File: src/flash_ctrl_pkg.sv
// Purpose: constants and types shared by the flash page erase/program controller
// Assumes: one system clock, registers reached over a plain strobe port
// Notes:   the flash array itself lies outside; it is reached over a word port
package flash_ctrl_pkg;
   // ==========================================================
   // register offsets (byte addresses)
   localparam logic [7:0]  OFS_CONTROL   = 8'h00;
   localparam logic [7:0]  OFS_STATUS    = 8'h04;
   localparam logic [7:0]  OFS_ADDRESS   = 8'h08;
   localparam logic [7:0]  OFS_WDATA     = 8'h0c;
   localparam logic [7:0]  OFS_COMMAND   = 8'h10;
   localparam logic [7:0]  OFS_DIECFG    = 8'h14;
   localparam logic [7:0]  OFS_RDATA     = 8'h18;
   // ==========================================================
   // field positions
   localparam int          CM_LSB        = 0;
   localparam int          BUSY_BIT      = 0;
   localparam int          ERR_BIT       = 1;
   localparam int          ILLEGAL_BIT   = 2;
   localparam int          DONE_BIT      = 3;
   localparam int          SRAM_LSB      = 16;
   // ==========================================================
   // geometry: 2 kB pages of 512 words
   localparam int          PAGE_WORDS    = 512;
   localparam int          WADDR_W       = 17;
   localparam int          PAGE_IDX_W    = 8;
   localparam logic [8:0]  LAST_WORD     = 9'h1ff;
   localparam logic [31:0] ERASED_WORD   = 32'hffffffff;
   // sizes in kilobytes (plain defaults)
   localparam logic [15:0] FLASH_KB      = 16'h0200;
   localparam logic [15:0] SRAM_KB       = 16'h0020;
   localparam logic [PAGE_IDX_W-1:0] UPPER_PAGE = 8'hff;
   // reset values
   localparam logic [1:0]  CM_RESET      = 2'h1;
   // ==========================================================
   typedef enum logic [1:0] {
      CACHE_OFF, CACHE_ON, CACHE_PREFETCH, CACHE_REALTIME
   } cache_mode_t;
   localparam logic [1:0]  cache_prefetch_code = 2'h2;
   // command codes written to the command register
   localparam logic [2:0]  CMD_MAIN_ERASE  = 3'h1;
   localparam logic [2:0]  CMD_MAIN_PROG   = 3'h2;
   localparam logic [2:0]  CMD_UPPER_ERASE = 3'h3;
   localparam logic [2:0]  CMD_UPPER_PROG  = 3'h4;
   localparam logic [2:0]  CMD_READ        = 3'h5;
   typedef enum logic [2:0] {
      ST_IDLE, ST_ERASE, ST_PROG_RD, ST_PROG_WR, ST_READ
   } seq_state_t;
endpackage : flash_ctrl_pkg

File: src/flash_page_erase_program_ctrl.sv
// Purpose: sequencer that erases 2 kB pages and programs words of an external flash array
// Assumes: array answers reads in the cycle after fl_rd; lock bits come in per page
// Notes:   one command at a time; commands while busy are ignored
//
// The address map and the address-and-strobe port were left to the implementer.
module flash_page_erase_program_ctrl
   import flash_ctrl_pkg::*;
(
   // clock and reset
   input  wire logic                  sys_clk,
   input  wire logic                  resetn,
   input  wire logic                  clk_en,
   // register port
   input  wire logic [7:0]            reg_addr,
   input  wire logic [31:0]           reg_wdata,
   input  wire logic                  reg_wr,
   input  wire logic                  reg_rd,
   output logic      [31:0]           reg_rdata,
   // flash array port
   output logic      [WADDR_W-1:0]    fl_addr,
   output logic      [31:0]           fl_wdata,
   output logic                       fl_wr,
   output logic                       fl_rd,
   input  wire logic [31:0]           fl_rdata,
   input  wire logic [PAGE_IDX_W-1:0] top_page,
   input  wire logic                  page_locked,
   // cache control
   output logic      [1:0]            cache_mode,
   output logic                       cache_fixed_timing
);
   // ==========================================================
   // state
   seq_state_t             state_reg, state_next;
   logic [1:0]             cm_reg, cm_next;
   logic [WADDR_W-1:0]     addr_reg, addr_next;
   logic [31:0]            wdata_reg, wdata_next;
   logic [31:0]            rdbuf_reg, rdbuf_next;
   logic                   err_reg, err_next;
   logic                   ill_reg, ill_next;
   logic                   done_reg, done_next;
   logic [31:0]            rdata_reg, rdata_next;
   logic [8:0]             cnt_reg, cnt_next;
   logic                   read_pending_reg;

   logic [PAGE_IDX_W-1:0]  req_page;
   logic                   is_upper;
   logic                   cmd_wr;
   logic [31:0]            rd_mux;

   // decoded page of the requested address
   assign req_page = addr_reg[WADDR_W-1 -: PAGE_IDX_W];
   assign is_upper = (req_page == top_page);
   assign cmd_wr   = reg_wr && (reg_addr == OFS_COMMAND) && (state_reg == ST_IDLE);

   // ==========================================================
   // read multiplexer
   always_comb begin
      rd_mux = 32'h0;
      unique case (reg_addr)
         OFS_CONTROL: rd_mux = {30'h0, cm_reg};
         OFS_STATUS:  rd_mux = {28'h0, done_reg, ill_reg, err_reg,
                                (state_reg != ST_IDLE)};
         OFS_ADDRESS: rd_mux = {13'h0, addr_reg, 2'h0};
         OFS_WDATA:   rd_mux = wdata_reg;
         OFS_DIECFG:  rd_mux = {SRAM_KB, FLASH_KB};
         OFS_RDATA:   rd_mux = rdbuf_reg;
         default:     rd_mux = 32'h0;
      endcase
   end

   // ==========================================================
   // next-state logic for the sequencer and registers
   always_comb begin
      state_next = state_reg;
      cm_next    = cm_reg;
      addr_next  = addr_reg;
      wdata_next = wdata_reg;
      rdbuf_next = rdbuf_reg;
      err_next   = err_reg;
      ill_next   = ill_reg;
      done_next  = done_reg;
      cnt_next   = cnt_reg;
      rdata_next = reg_rd ? rd_mux : 32'h0;
      fl_addr    = addr_reg;
      fl_wdata   = ERASED_WORD;
      fl_wr      = 1'b0;
      fl_rd      = 1'b0;
      // software writes; status write-one clears, hardware set wins below
      if (reg_wr) begin
         unique case (reg_addr)
            OFS_CONTROL: cm_next = reg_wdata[CM_LSB +: 2];
            OFS_ADDRESS: if (state_reg == ST_IDLE) begin
               addr_next = reg_wdata[WADDR_W+1:2];
            end
            OFS_WDATA:   if (state_reg == ST_IDLE) begin
               wdata_next = reg_wdata;
            end
            OFS_STATUS: begin
               if (reg_wdata[ERR_BIT]) begin
                  err_next = 1'b0;
               end
               if (reg_wdata[ILLEGAL_BIT]) begin
                  ill_next = 1'b0;
               end
               if (reg_wdata[DONE_BIT]) begin
                  done_next = 1'b0;
               end
            end
            default: ;
         endcase
      end
      unique case (state_reg)
         ST_IDLE: begin
            if (cmd_wr) begin
               done_next = 1'b0;
               unique case (reg_wdata[2:0])
                  CMD_MAIN_ERASE, CMD_MAIN_PROG: begin
                     if (is_upper) begin
                        ill_next  = 1'b1;
                        err_next  = 1'b1;
                        done_next = 1'b1;
                     end else if (page_locked) begin
                        err_next  = 1'b1;
                        done_next = 1'b1;
                     end else if (reg_wdata[2:0] == CMD_MAIN_ERASE) begin
                        addr_next  = {req_page, 9'h0};
                        cnt_next   = 9'h0;
                        state_next = ST_ERASE;
                     end else begin
                        state_next = ST_PROG_RD;
                     end
                  end
                  CMD_UPPER_ERASE: begin
                     addr_next = {top_page, 9'h0};
                     // lock looked up for the upper page, not the address register
                     fl_addr   = {top_page, 9'h0};
                     if (page_locked) begin
                        err_next  = 1'b1;
                        done_next = 1'b1;
                     end else begin
                        cnt_next   = 9'h0;
                        state_next = ST_ERASE;
                     end
                  end
                  CMD_UPPER_PROG: begin
                     if (!is_upper) begin
                        ill_next  = 1'b1;
                        err_next  = 1'b1;
                        done_next = 1'b1;
                     end else if (page_locked) begin
                        err_next  = 1'b1;
                        done_next = 1'b1;
                     end else begin
                        state_next = ST_PROG_RD;
                     end
                  end
                  CMD_READ: state_next = ST_READ;
                  default: begin
                     ill_next  = 1'b1;
                     done_next = 1'b1;
                  end
               endcase
            end
         end
         ST_ERASE: begin
            fl_wr    = 1'b1;
            fl_wdata = ERASED_WORD;
            addr_next = addr_reg + {{(WADDR_W-1){1'b0}}, 1'b1};
            cnt_next  = cnt_reg + 9'h1;
            if (cnt_reg == LAST_WORD) begin
               addr_next  = addr_reg;
               state_next = ST_IDLE;
               done_next  = 1'b1;
            end
         end
         ST_PROG_RD: begin
            fl_rd      = 1'b1;
            state_next = ST_PROG_WR;
         end
         ST_PROG_WR: begin
            fl_wr      = 1'b1;
            fl_wdata   = fl_rdata & wdata_reg;
            state_next = ST_IDLE;
            done_next  = 1'b1;
         end
         ST_READ: begin
            fl_rd      = 1'b1;
            state_next = ST_IDLE;
         end
      endcase
      // done rises as the read strobe ends, one cycle before the word reaches the read buffer
      if (state_reg == ST_READ && state_next == ST_IDLE) begin
         done_next = 1'b1;
      end
      // array word arrives in the cycle after the read strobe
      if (read_pending_reg) begin
         rdbuf_next = fl_rdata;
      end
   end

   // ==========================================================
   // marks the cycle in which the word of a read command is answered
   always_ff @(posedge sys_clk) begin
      if (!resetn) begin
         read_pending_reg <= 1'b0;
      end else if (clk_en) begin
         read_pending_reg <= (state_reg == ST_READ);
      end
   end

   // ==========================================================
   // state registers
   always_ff @(posedge sys_clk) begin
      if (!resetn) begin
         state_reg <= ST_IDLE;
         cm_reg    <= CM_RESET;
         addr_reg  <= '0;
         wdata_reg <= 32'h0;
         rdbuf_reg <= 32'h0;
         err_reg   <= 1'b0;
         ill_reg   <= 1'b0;
         done_reg  <= 1'b0;
         rdata_reg <= 32'h0;
         cnt_reg   <= 9'h0;
      end else if (clk_en) begin
         state_reg <= state_next;
         cm_reg    <= cm_next;
         addr_reg  <= addr_next;
         wdata_reg <= wdata_next;
         rdbuf_reg <= rdbuf_next;
         err_reg   <= err_next;
         ill_reg   <= ill_next;
         done_reg  <= done_next;
         rdata_reg <= rdata_next;
         cnt_reg   <= cnt_next;
      end
   end

   assign reg_rdata          = rdata_reg;
   assign cache_mode         = cm_reg;
   assign cache_fixed_timing = (cm_reg == CACHE_REALTIME)
                               || (cm_reg == CACHE_OFF);

   // ==========================================================
   // checks
   a_erase_length: assert property (@(posedge sys_clk) disable iff (!resetn || !clk_en)
      ($rose(state_reg == ST_ERASE)) |-> (state_reg == ST_ERASE) [*8])
      else $error("erase ended too early");
   a_erase_ones: assert property (@(posedge sys_clk) disable iff (!resetn)
      (state_reg == ST_ERASE) |-> (fl_wr && fl_wdata == ERASED_WORD))
      else $error("erase wrote a non-erased word");
   a_lock_refuse: assert property (@(posedge sys_clk) disable iff (!resetn || !clk_en)
      (cmd_wr && page_locked && reg_wdata[2:0] == CMD_UPPER_ERASE)
      |=> (state_reg == ST_IDLE && err_reg))
      else $error("locked erase not refused");
   a_upper_illegal: assert property (@(posedge sys_clk) disable iff (!resetn || !clk_en)
      (cmd_wr && is_upper && reg_wdata[2:0] == CMD_MAIN_ERASE) |=> ill_reg)
      else $error("main erase of upper page not flagged");
   a_prog_and: assert property (@(posedge sys_clk) disable iff (!resetn)
      (state_reg == ST_PROG_WR) |-> (fl_wdata == (fl_rdata & wdata_reg)))
      else $error("programmed word is not the AND");
   a_no_raise: assert property (@(posedge sys_clk) disable iff (!resetn)
      (state_reg == ST_PROG_WR) |-> ((fl_wdata & ~fl_rdata) == 32'h0))
      else $error("program raised a zero bit");
   a_lock_prog: assert property (@(posedge sys_clk) disable iff (!resetn || !clk_en)
      (cmd_wr && page_locked && !is_upper && reg_wdata[2:0] == CMD_MAIN_PROG)
      |=> (err_reg && state_reg == ST_IDLE))
      else $error("locked program not refused");
   a_mode_read: assert property (@(posedge sys_clk) disable iff (!resetn || !clk_en)
      (reg_rd && reg_addr == OFS_CONTROL) |=> (reg_rdata[1:0] == $past(cm_reg)))
      else $error("cache mode readback wrong");
   a_err_sticky: assert property (@(posedge sys_clk) disable iff (!resetn || !clk_en)
      (err_reg && !(reg_wr && reg_addr == OFS_STATUS)) |=> err_reg)
      else $error("error flag dropped without a clear");
   a_busy_status: assert property (@(posedge sys_clk) disable iff (!resetn || !clk_en)
      (reg_rd && reg_addr == OFS_STATUS && state_reg != ST_IDLE)
      |=> reg_rdata[BUSY_BIT])
      else $error("busy not reported while running");
   a_erase_done: assert property (@(posedge sys_clk) disable iff (!resetn || !clk_en)
      (state_reg == ST_ERASE && cnt_reg == LAST_WORD) |=> (state_reg == ST_IDLE && done_reg))
      else $error("erase end not reported");
   a_upper_lock: assert property (@(posedge sys_clk) disable iff (!resetn)
      (cmd_wr && reg_wdata[2:0] == CMD_UPPER_ERASE)
      |-> (fl_addr[WADDR_W-1 -: PAGE_IDX_W] == top_page))
      else $error("upper erase lock taken from wrong page");
endmodule // flash_page_erase_program_ctrl

File: config.mk
export PLATFORM = sky130hd
export DESIGN_NAME = flash_page_erase_program_ctrl
export DESIGN_NICKNAME = d
export VERILOG_FILES = /design/src/flash_ctrl_pkg.sv /design/src/flash_page_erase_program_ctrl.sv
export SDC_FILE = /design/constraint.sdc
export NUM_CORES = 1
export LEC_CHECK = 0
export BUFFER_PORTS_ARGS = -buffer_cell sky130_fd_sc_hd__buf_4
export CAP_MARGIN = 25
export CORE_ASPECT_RATIO = 0.75
export CORE_MARGIN = 5
export CORE_UTILIZATION = 30
export DETAILED_ROUTE_END_ITERATION = 8
export GPL_TIMING_DRIVEN = 0
export PLACE_DENSITY = 0.52
export RECOVER_POWER = 100
export SLEW_MARGIN = 10
export SYNTH_ARGS = -nofsm -noshare
export SYNTH_HDL_FRONTEND = slang
export SYNTH_SLANG_ARGS = --single-unit
File: constraint.sdc
create_clock -name sys_clk -period 5.2 [get_ports sys_clk]
set_input_delay 0.52 -clock sys_clk [delete_from_list [all_inputs] [get_ports sys_clk]]
set_output_delay 0.52 -clock sys_clk [all_outputs]
set_load 0.05 [all_outputs]
-- After elaboration in Yosys (flattened, before gate mapping)
Index checks and enable logic that the tools add are counted.
- bits in registers: 131
- bits of input ports: 86
- output and inout bits: 86
- logic and storage cells: 125
- add/subtract/negate cells: 2
- equality and inequality tests: 26
- reductions and logical operators: 21
- bitwise gates (word level): 1
- mux-type cells: 63
- operator list (operator ; number):
    case mux 32 bit (6 select lines) ; 1
    two-way mux 17 bit ; 11
    case mux 17 bit (2 select lines) ; 2
    two-way mux 32 bit ; 2
    two-way mux 9 bit ; 5
    case mux 9 bit (2 select lines) ; 2
    bitwise AND 32 bit ; 1
    two-way mux 1 bit ; 26
    equality test 8 x 5 -> 1 bit (second input constant) ; 3
    case mux 3 bit (4 select lines) ; 2
    two-way mux 3 bit ; 7
    adder 17 x 1 -> 17 bit (second input constant) ; 1
    equality test 8 x 4 -> 1 bit (second input constant) ; 2
    equality test 3 x 2 -> 1 bit (second input constant) ; 4
    inequality test 3 bit (second input constant) ; 4
    OR reduction 2 bit ; 5
    adder 9 x 1 -> 9 bit (second input constant) ; 1
    equality test 3 bit (second input constant) ; 3
    equality test 9 bit (second input constant) ; 1
    case mux 1 bit (3 select lines) ; 3
    equality test 8 x 3 -> 1 bit (second input constant) ; 1
    equality test 8 bit ; 1
    zero test 8 bit ; 1
    AND reduction 8 bit ; 1
    other kinds (16) ; 23

-- Depth between registers and ports, before layout
- depth in word-level cells: 10
- gate-level depth with buffers: 10
- mapped depth without buffers: 9

-- Least setup slack after synthesis
Ideal clock, no wire load.
- path type: input to output
- start point: in reg_addr[5]
- end point: out fl_addr[11]
- required time: 4.680 ns
- arrival: 2.613 ns
- buffers on the path: 3
- slack: 2.067 ns
- stages: 6
- cell sequence: nor4b_2 > buf_2 > nand4_1 > clkbuf_1 > clkbuf_1 > o21ai_0
- word-level cells in the longest chain between the ends: 5
- ends and longest elaborated chain (element ; line ; RTL):
    start: declaration ; flash_page_erase_program_ctrl.sv:14 ; input wire logic [7:0] reg_addr,
    equality test 8 x 5 -> 1 bit ; flash_page_erase_program_ctrl.sv:53 ; assign cmd_wr = reg_wr && (reg_addr == OFS_COMMAND) && (state_reg == ST_IDLE);
    logical AND 1 bit (2 in a row) ; flash_page_erase_program_ctrl.sv:53 ;
    two-way mux 17 bit ; flash_page_erase_program_ctrl.sv:114 ; if (cmd_wr) begin
    two-way mux 17 bit ; flash_page_erase_program_ctrl.sv:112 ; unique case (state_reg)
    end: declaration ; flash_page_erase_program_ctrl.sv:20 ; output logic [WADDR_W-1:0] fl_addr,
Every way passes these cells.

-- Final worst setup path
- start point: reg state_reg[0]
- end point: out fl_addr[12]
- word-level cells in the longest chain between the ends: 4
- ends and longest elaborated chain (element ; line ; RTL):
    start: declaration ; flash_page_erase_program_ctrl.sv:33 ; seq_state_t state_reg, state_next;
    start signal: assignment ; flash_page_erase_program_ctrl.sv:226 ; state_reg <= state_next;
    zero test 3 bit * ; flash_page_erase_program_ctrl.sv:53, flash_page_erase_program_ctrl.sv:112 ;
    logical AND 1 bit ; flash_page_erase_program_ctrl.sv:53 ;
    two-way mux 17 bit ; flash_page_erase_program_ctrl.sv:114 ;
    two-way mux 17 bit * ; flash_page_erase_program_ctrl.sv:112 ;
Mark *: on every way between the ends. The rest lies on a longest branch, timed or not.

==> flow_metrics.tcl <==
set metrics [dict create \
    outcome "finished with violations" \
    violations "capacitance limit, slew limit" \
    area.growth.synth_to_final_pct 27.1 \
    rrSetupSlack_ns 1.83 \
    synth-main-ff-cell "dfxtp_1" \
    period_minus_slack_ns 4.04 \
    grt_max_degree 17 \
    port_buffers 169 \
    synth_edf_count 0 \
    drc 0 \
    routed_via_density 5.40 \
    leakage_uw 0.00335 \
    crit_chain "buf_6 -> nor4b_1 -> nand4_1 -> clkbuf_1 -> clkbuf_1 -> nand2_1 -> nand2_1 -> clkbuf_1" \
    holdPathEnd "wdata_reg[29]" \
    clockBufferDepth 2 \
    dieArea_um2 26800 \
    die_h_um 143 \
    postCtsHoldBufs 0 \
    clk_pin_slew_ns 0.07 \
    yosysTopAreaCellShare 0.371 \
    htree_levels 4 \
    setup_tns_ns 0 \
    grt_pass1_vias 7166 \
    rsz0062_at_grt "no" \
    netlist_instances 886 \
    rr_endpoint "addr_reg[11]" \
    cts-buffers-inserted 17 \
    rr_startpoint "state_reg[0]" \
    timing.hold.ws_ns 0.337 \
    synth-seq-area-share 0.371 \
    cts_sinks 131 \
    arrival_ns 3.52 \
    cp_max_fo 10 \
    synth_cell_types 70 \
    place_hpwl_um 21300 \
    fin_nets 1164 \
    finalCritPeriodShare 0.777 \
    worstHoldPathType "in -> reg" \
    ff_latch_area_um2 2620 \
    hold_depth 3 \
    fillers 2501 \
    slew_violations 9 \
    post_cts_buffers 0 \
    initial_core_util 0.306 \
    yosys_warnings 0 \
    grt_overflow 0 \
    cts-resized-gates 0 \
    critical_path_class "reg -> out" \
    final_layout_size_suffix_gt1_frac 0.154 \
    grt_pass1_wl_um 42300 \
    globalplace.congestion 0.871 \
    wl_met3_um 2050 \
    num_antenna_cells 0 \
    wl_met1_um 14000 \
    worst-r2r-cell-count 8 \
    min_from "reg_wdata[29]" \
    power_density_nw_per_um2 277 \
    core-area_um2 23100 \
    dr.pass1.iters 5 \
    hold_viol_final 0 \
    fmax_mhz 247 \
    skew_ns 0.00707 \
    crit_slowest_cell "nor4b_1" \
    track_usage 0.203 \
    wire_per_inst_um 20.3 \
    netlist_top_cells_area "dfxtp_1, nand2_1, a21oi_1" \
    ant_nets 0 \
    slew_headroom -0.0662 \
    cts_tree "yes" \
    vdd_drop_max_v 0.000259 \
    multi_input_area_um2 3990 \
    clockRootBuffer "clkbuf_16" \
    drt-initial-drc-count 602 \
    fp-row-count 48 \
    crit_top_cell "clkbuf_1" \
    clock_latency_ns 0.43 \
    power.total_uw 2490 \
    critical_path.max_stage_delay_ns 1.28 \
    highest_layer "met4" \
    grt_antenna_before_repair 0 \
    syn_area_um2 7070 \
    ys_ff_latch 131 \
    max_cap_violations 1 \
    yosysTopAreaCell "dfxtp_1" \
    end_kind "primary output" \
    wl_met2_um 11700 \
    vias 7496 \
    cp-start-kind "flip-flop" \
    drt_wl_total_um 28100 \
    syn_nets 975 \
    die_w_um 187 \
    required_ns 4.68 \
    syn_area_per_cell_um2 7.98 \
    async_flop_share 0 \
    tightest_slew_ns 1.58 \
    setup_viol 0 \
    ios 172 \
]
final cells by class:
class,count,share of cell area
clock inverter,15,0.0188
timing repair buffer,170,0.111
clock buffer,17,0.0474
tap,300,0.0418
multi-input combinational,662,0.444
sequential,131,0.292
buffer,83,0.0408
inverter,10,0.00418
per-layer routing:
layer	up-vias	GRT usage
met4	0	0.0513
met5	-	0
met1	3577	0.304
li1	3595	-
met2	298	0.296
met3	26	0.0435
worst max-delay path: cells and delay by family (launching register included):
kind / cells / cell delay [ns]
buffers and inverters: 4 / 1.04
AND/OR/NAND/NOR: 4 / 1.74
flip-flops: 1 / 0.31
cells in the mapped netlist, types with 4 or more instances:
master and count:
nand2_1 180, dfxtp_1 131, a21oi_1 97, clkbuf_1 46
a21o_1 40, and2_1 30, nor2_1 30, buf_2 26
mux2i_1 22, o21ai_0 21, nand3_1 20, a222oi_1 16
a22oi_1 16, xnor2_1 15, a2bb2oi_1 14, nand4_1 13
o2bb2ai_1 13, or3_1 13, and3_1 12, nor3_1 12
inv_1 9, nor4_1 7, a311oi_1 6, xor2_1 6
a31oi_1 5, a32oi_1 5, and4_1 5, buf_4 5
buf_6 4, nor2b_1 4, nor3b_1 4, o211ai_1 4
o221a_2 4
logic make-up after synthesis:
logic type	count (synthesis)	synth area share
XOR/XNOR	21	0.0260
flip-flops	131	0.371
AO/OA/AOI/OAI	266	0.262
buffers and inverters	93	0.0609
multiplexers	22	0.0312
adder cells (fa/ha/maj)	3	0.00531
AND/OR/NAND/NOR	350	0.244
per-stage QoR:
stage / area [um^2] / worst slack, ns / std cells / util
floorplan: 7070 / 2.07 / 886 / -
global placement: 8710 / 2.18 / 1355 / 0.377
detailed placement: 8720 / 2.20 / 1356 / 0.377
CTS: 9320 / 2.05 / 1388 / 0.403
global route: 8980 / 0.986 / 1388 / 0.388
finish: 8980 / 1.16 / 1388 / 0.388
report_power, final:
group	total, uW	switching [uW]	internal, uW	leakage [uW]
logic	231	146	85.8	0.00201
clock network	1240	520	719	0.000284
registers	1020	8.69	1010	0.00106
worst max path at each step:
stage / to / cells past startpoint / slack [ns] / start
after floorplan: fl_addr[11] / 6 / 2.07 / reg_addr[5]
after detailed placement: fl_addr[9] / 8 / 2.20 / reg_addr[5]
final: fl_addr[12] / 8 / 1.16 / state_reg[0]
after global routing: fl_addr[16] / 8 / 0.99 / state_reg[0]
after CTS: fl_addr[9] / 7 / 2.05 / state_reg[0]
after global placement: fl_addr[11] / 8 / 2.18 / reg_addr[5]
cell usage in the layout (no fill, tap or decap), types with 6 or more instances in the layout:
cell type  netlist  layout
nand2_1        180     180
clkbuf_1        46     132
dfxtp_1        131     131
buf_4            5      98
a21oi_1         97      98
a21o_1          40      40
nor2_1          30      31
mux2i_1         22      22
o21ai_0         21      21
buf_2           26      20
nand3_1         20      20
and2_0           0      17
clkbuf_16        0      17
a22oi_1         16      16
a222oi_1        16      16
xnor2_1         15      15
a2bb2oi_1       14      14
nand4_1         13      13
and2_1          30      13
or3_1           13      13
o2bb2ai_1       13      13
and3_1          12      12
nor3_1          12      12
inv_1            9       9
nor4_1           7       8
inv_6            0       7
a311oi_1         6       6
xor2_1           6       6
No activity file was read; power rests on OpenSTA's default activity.
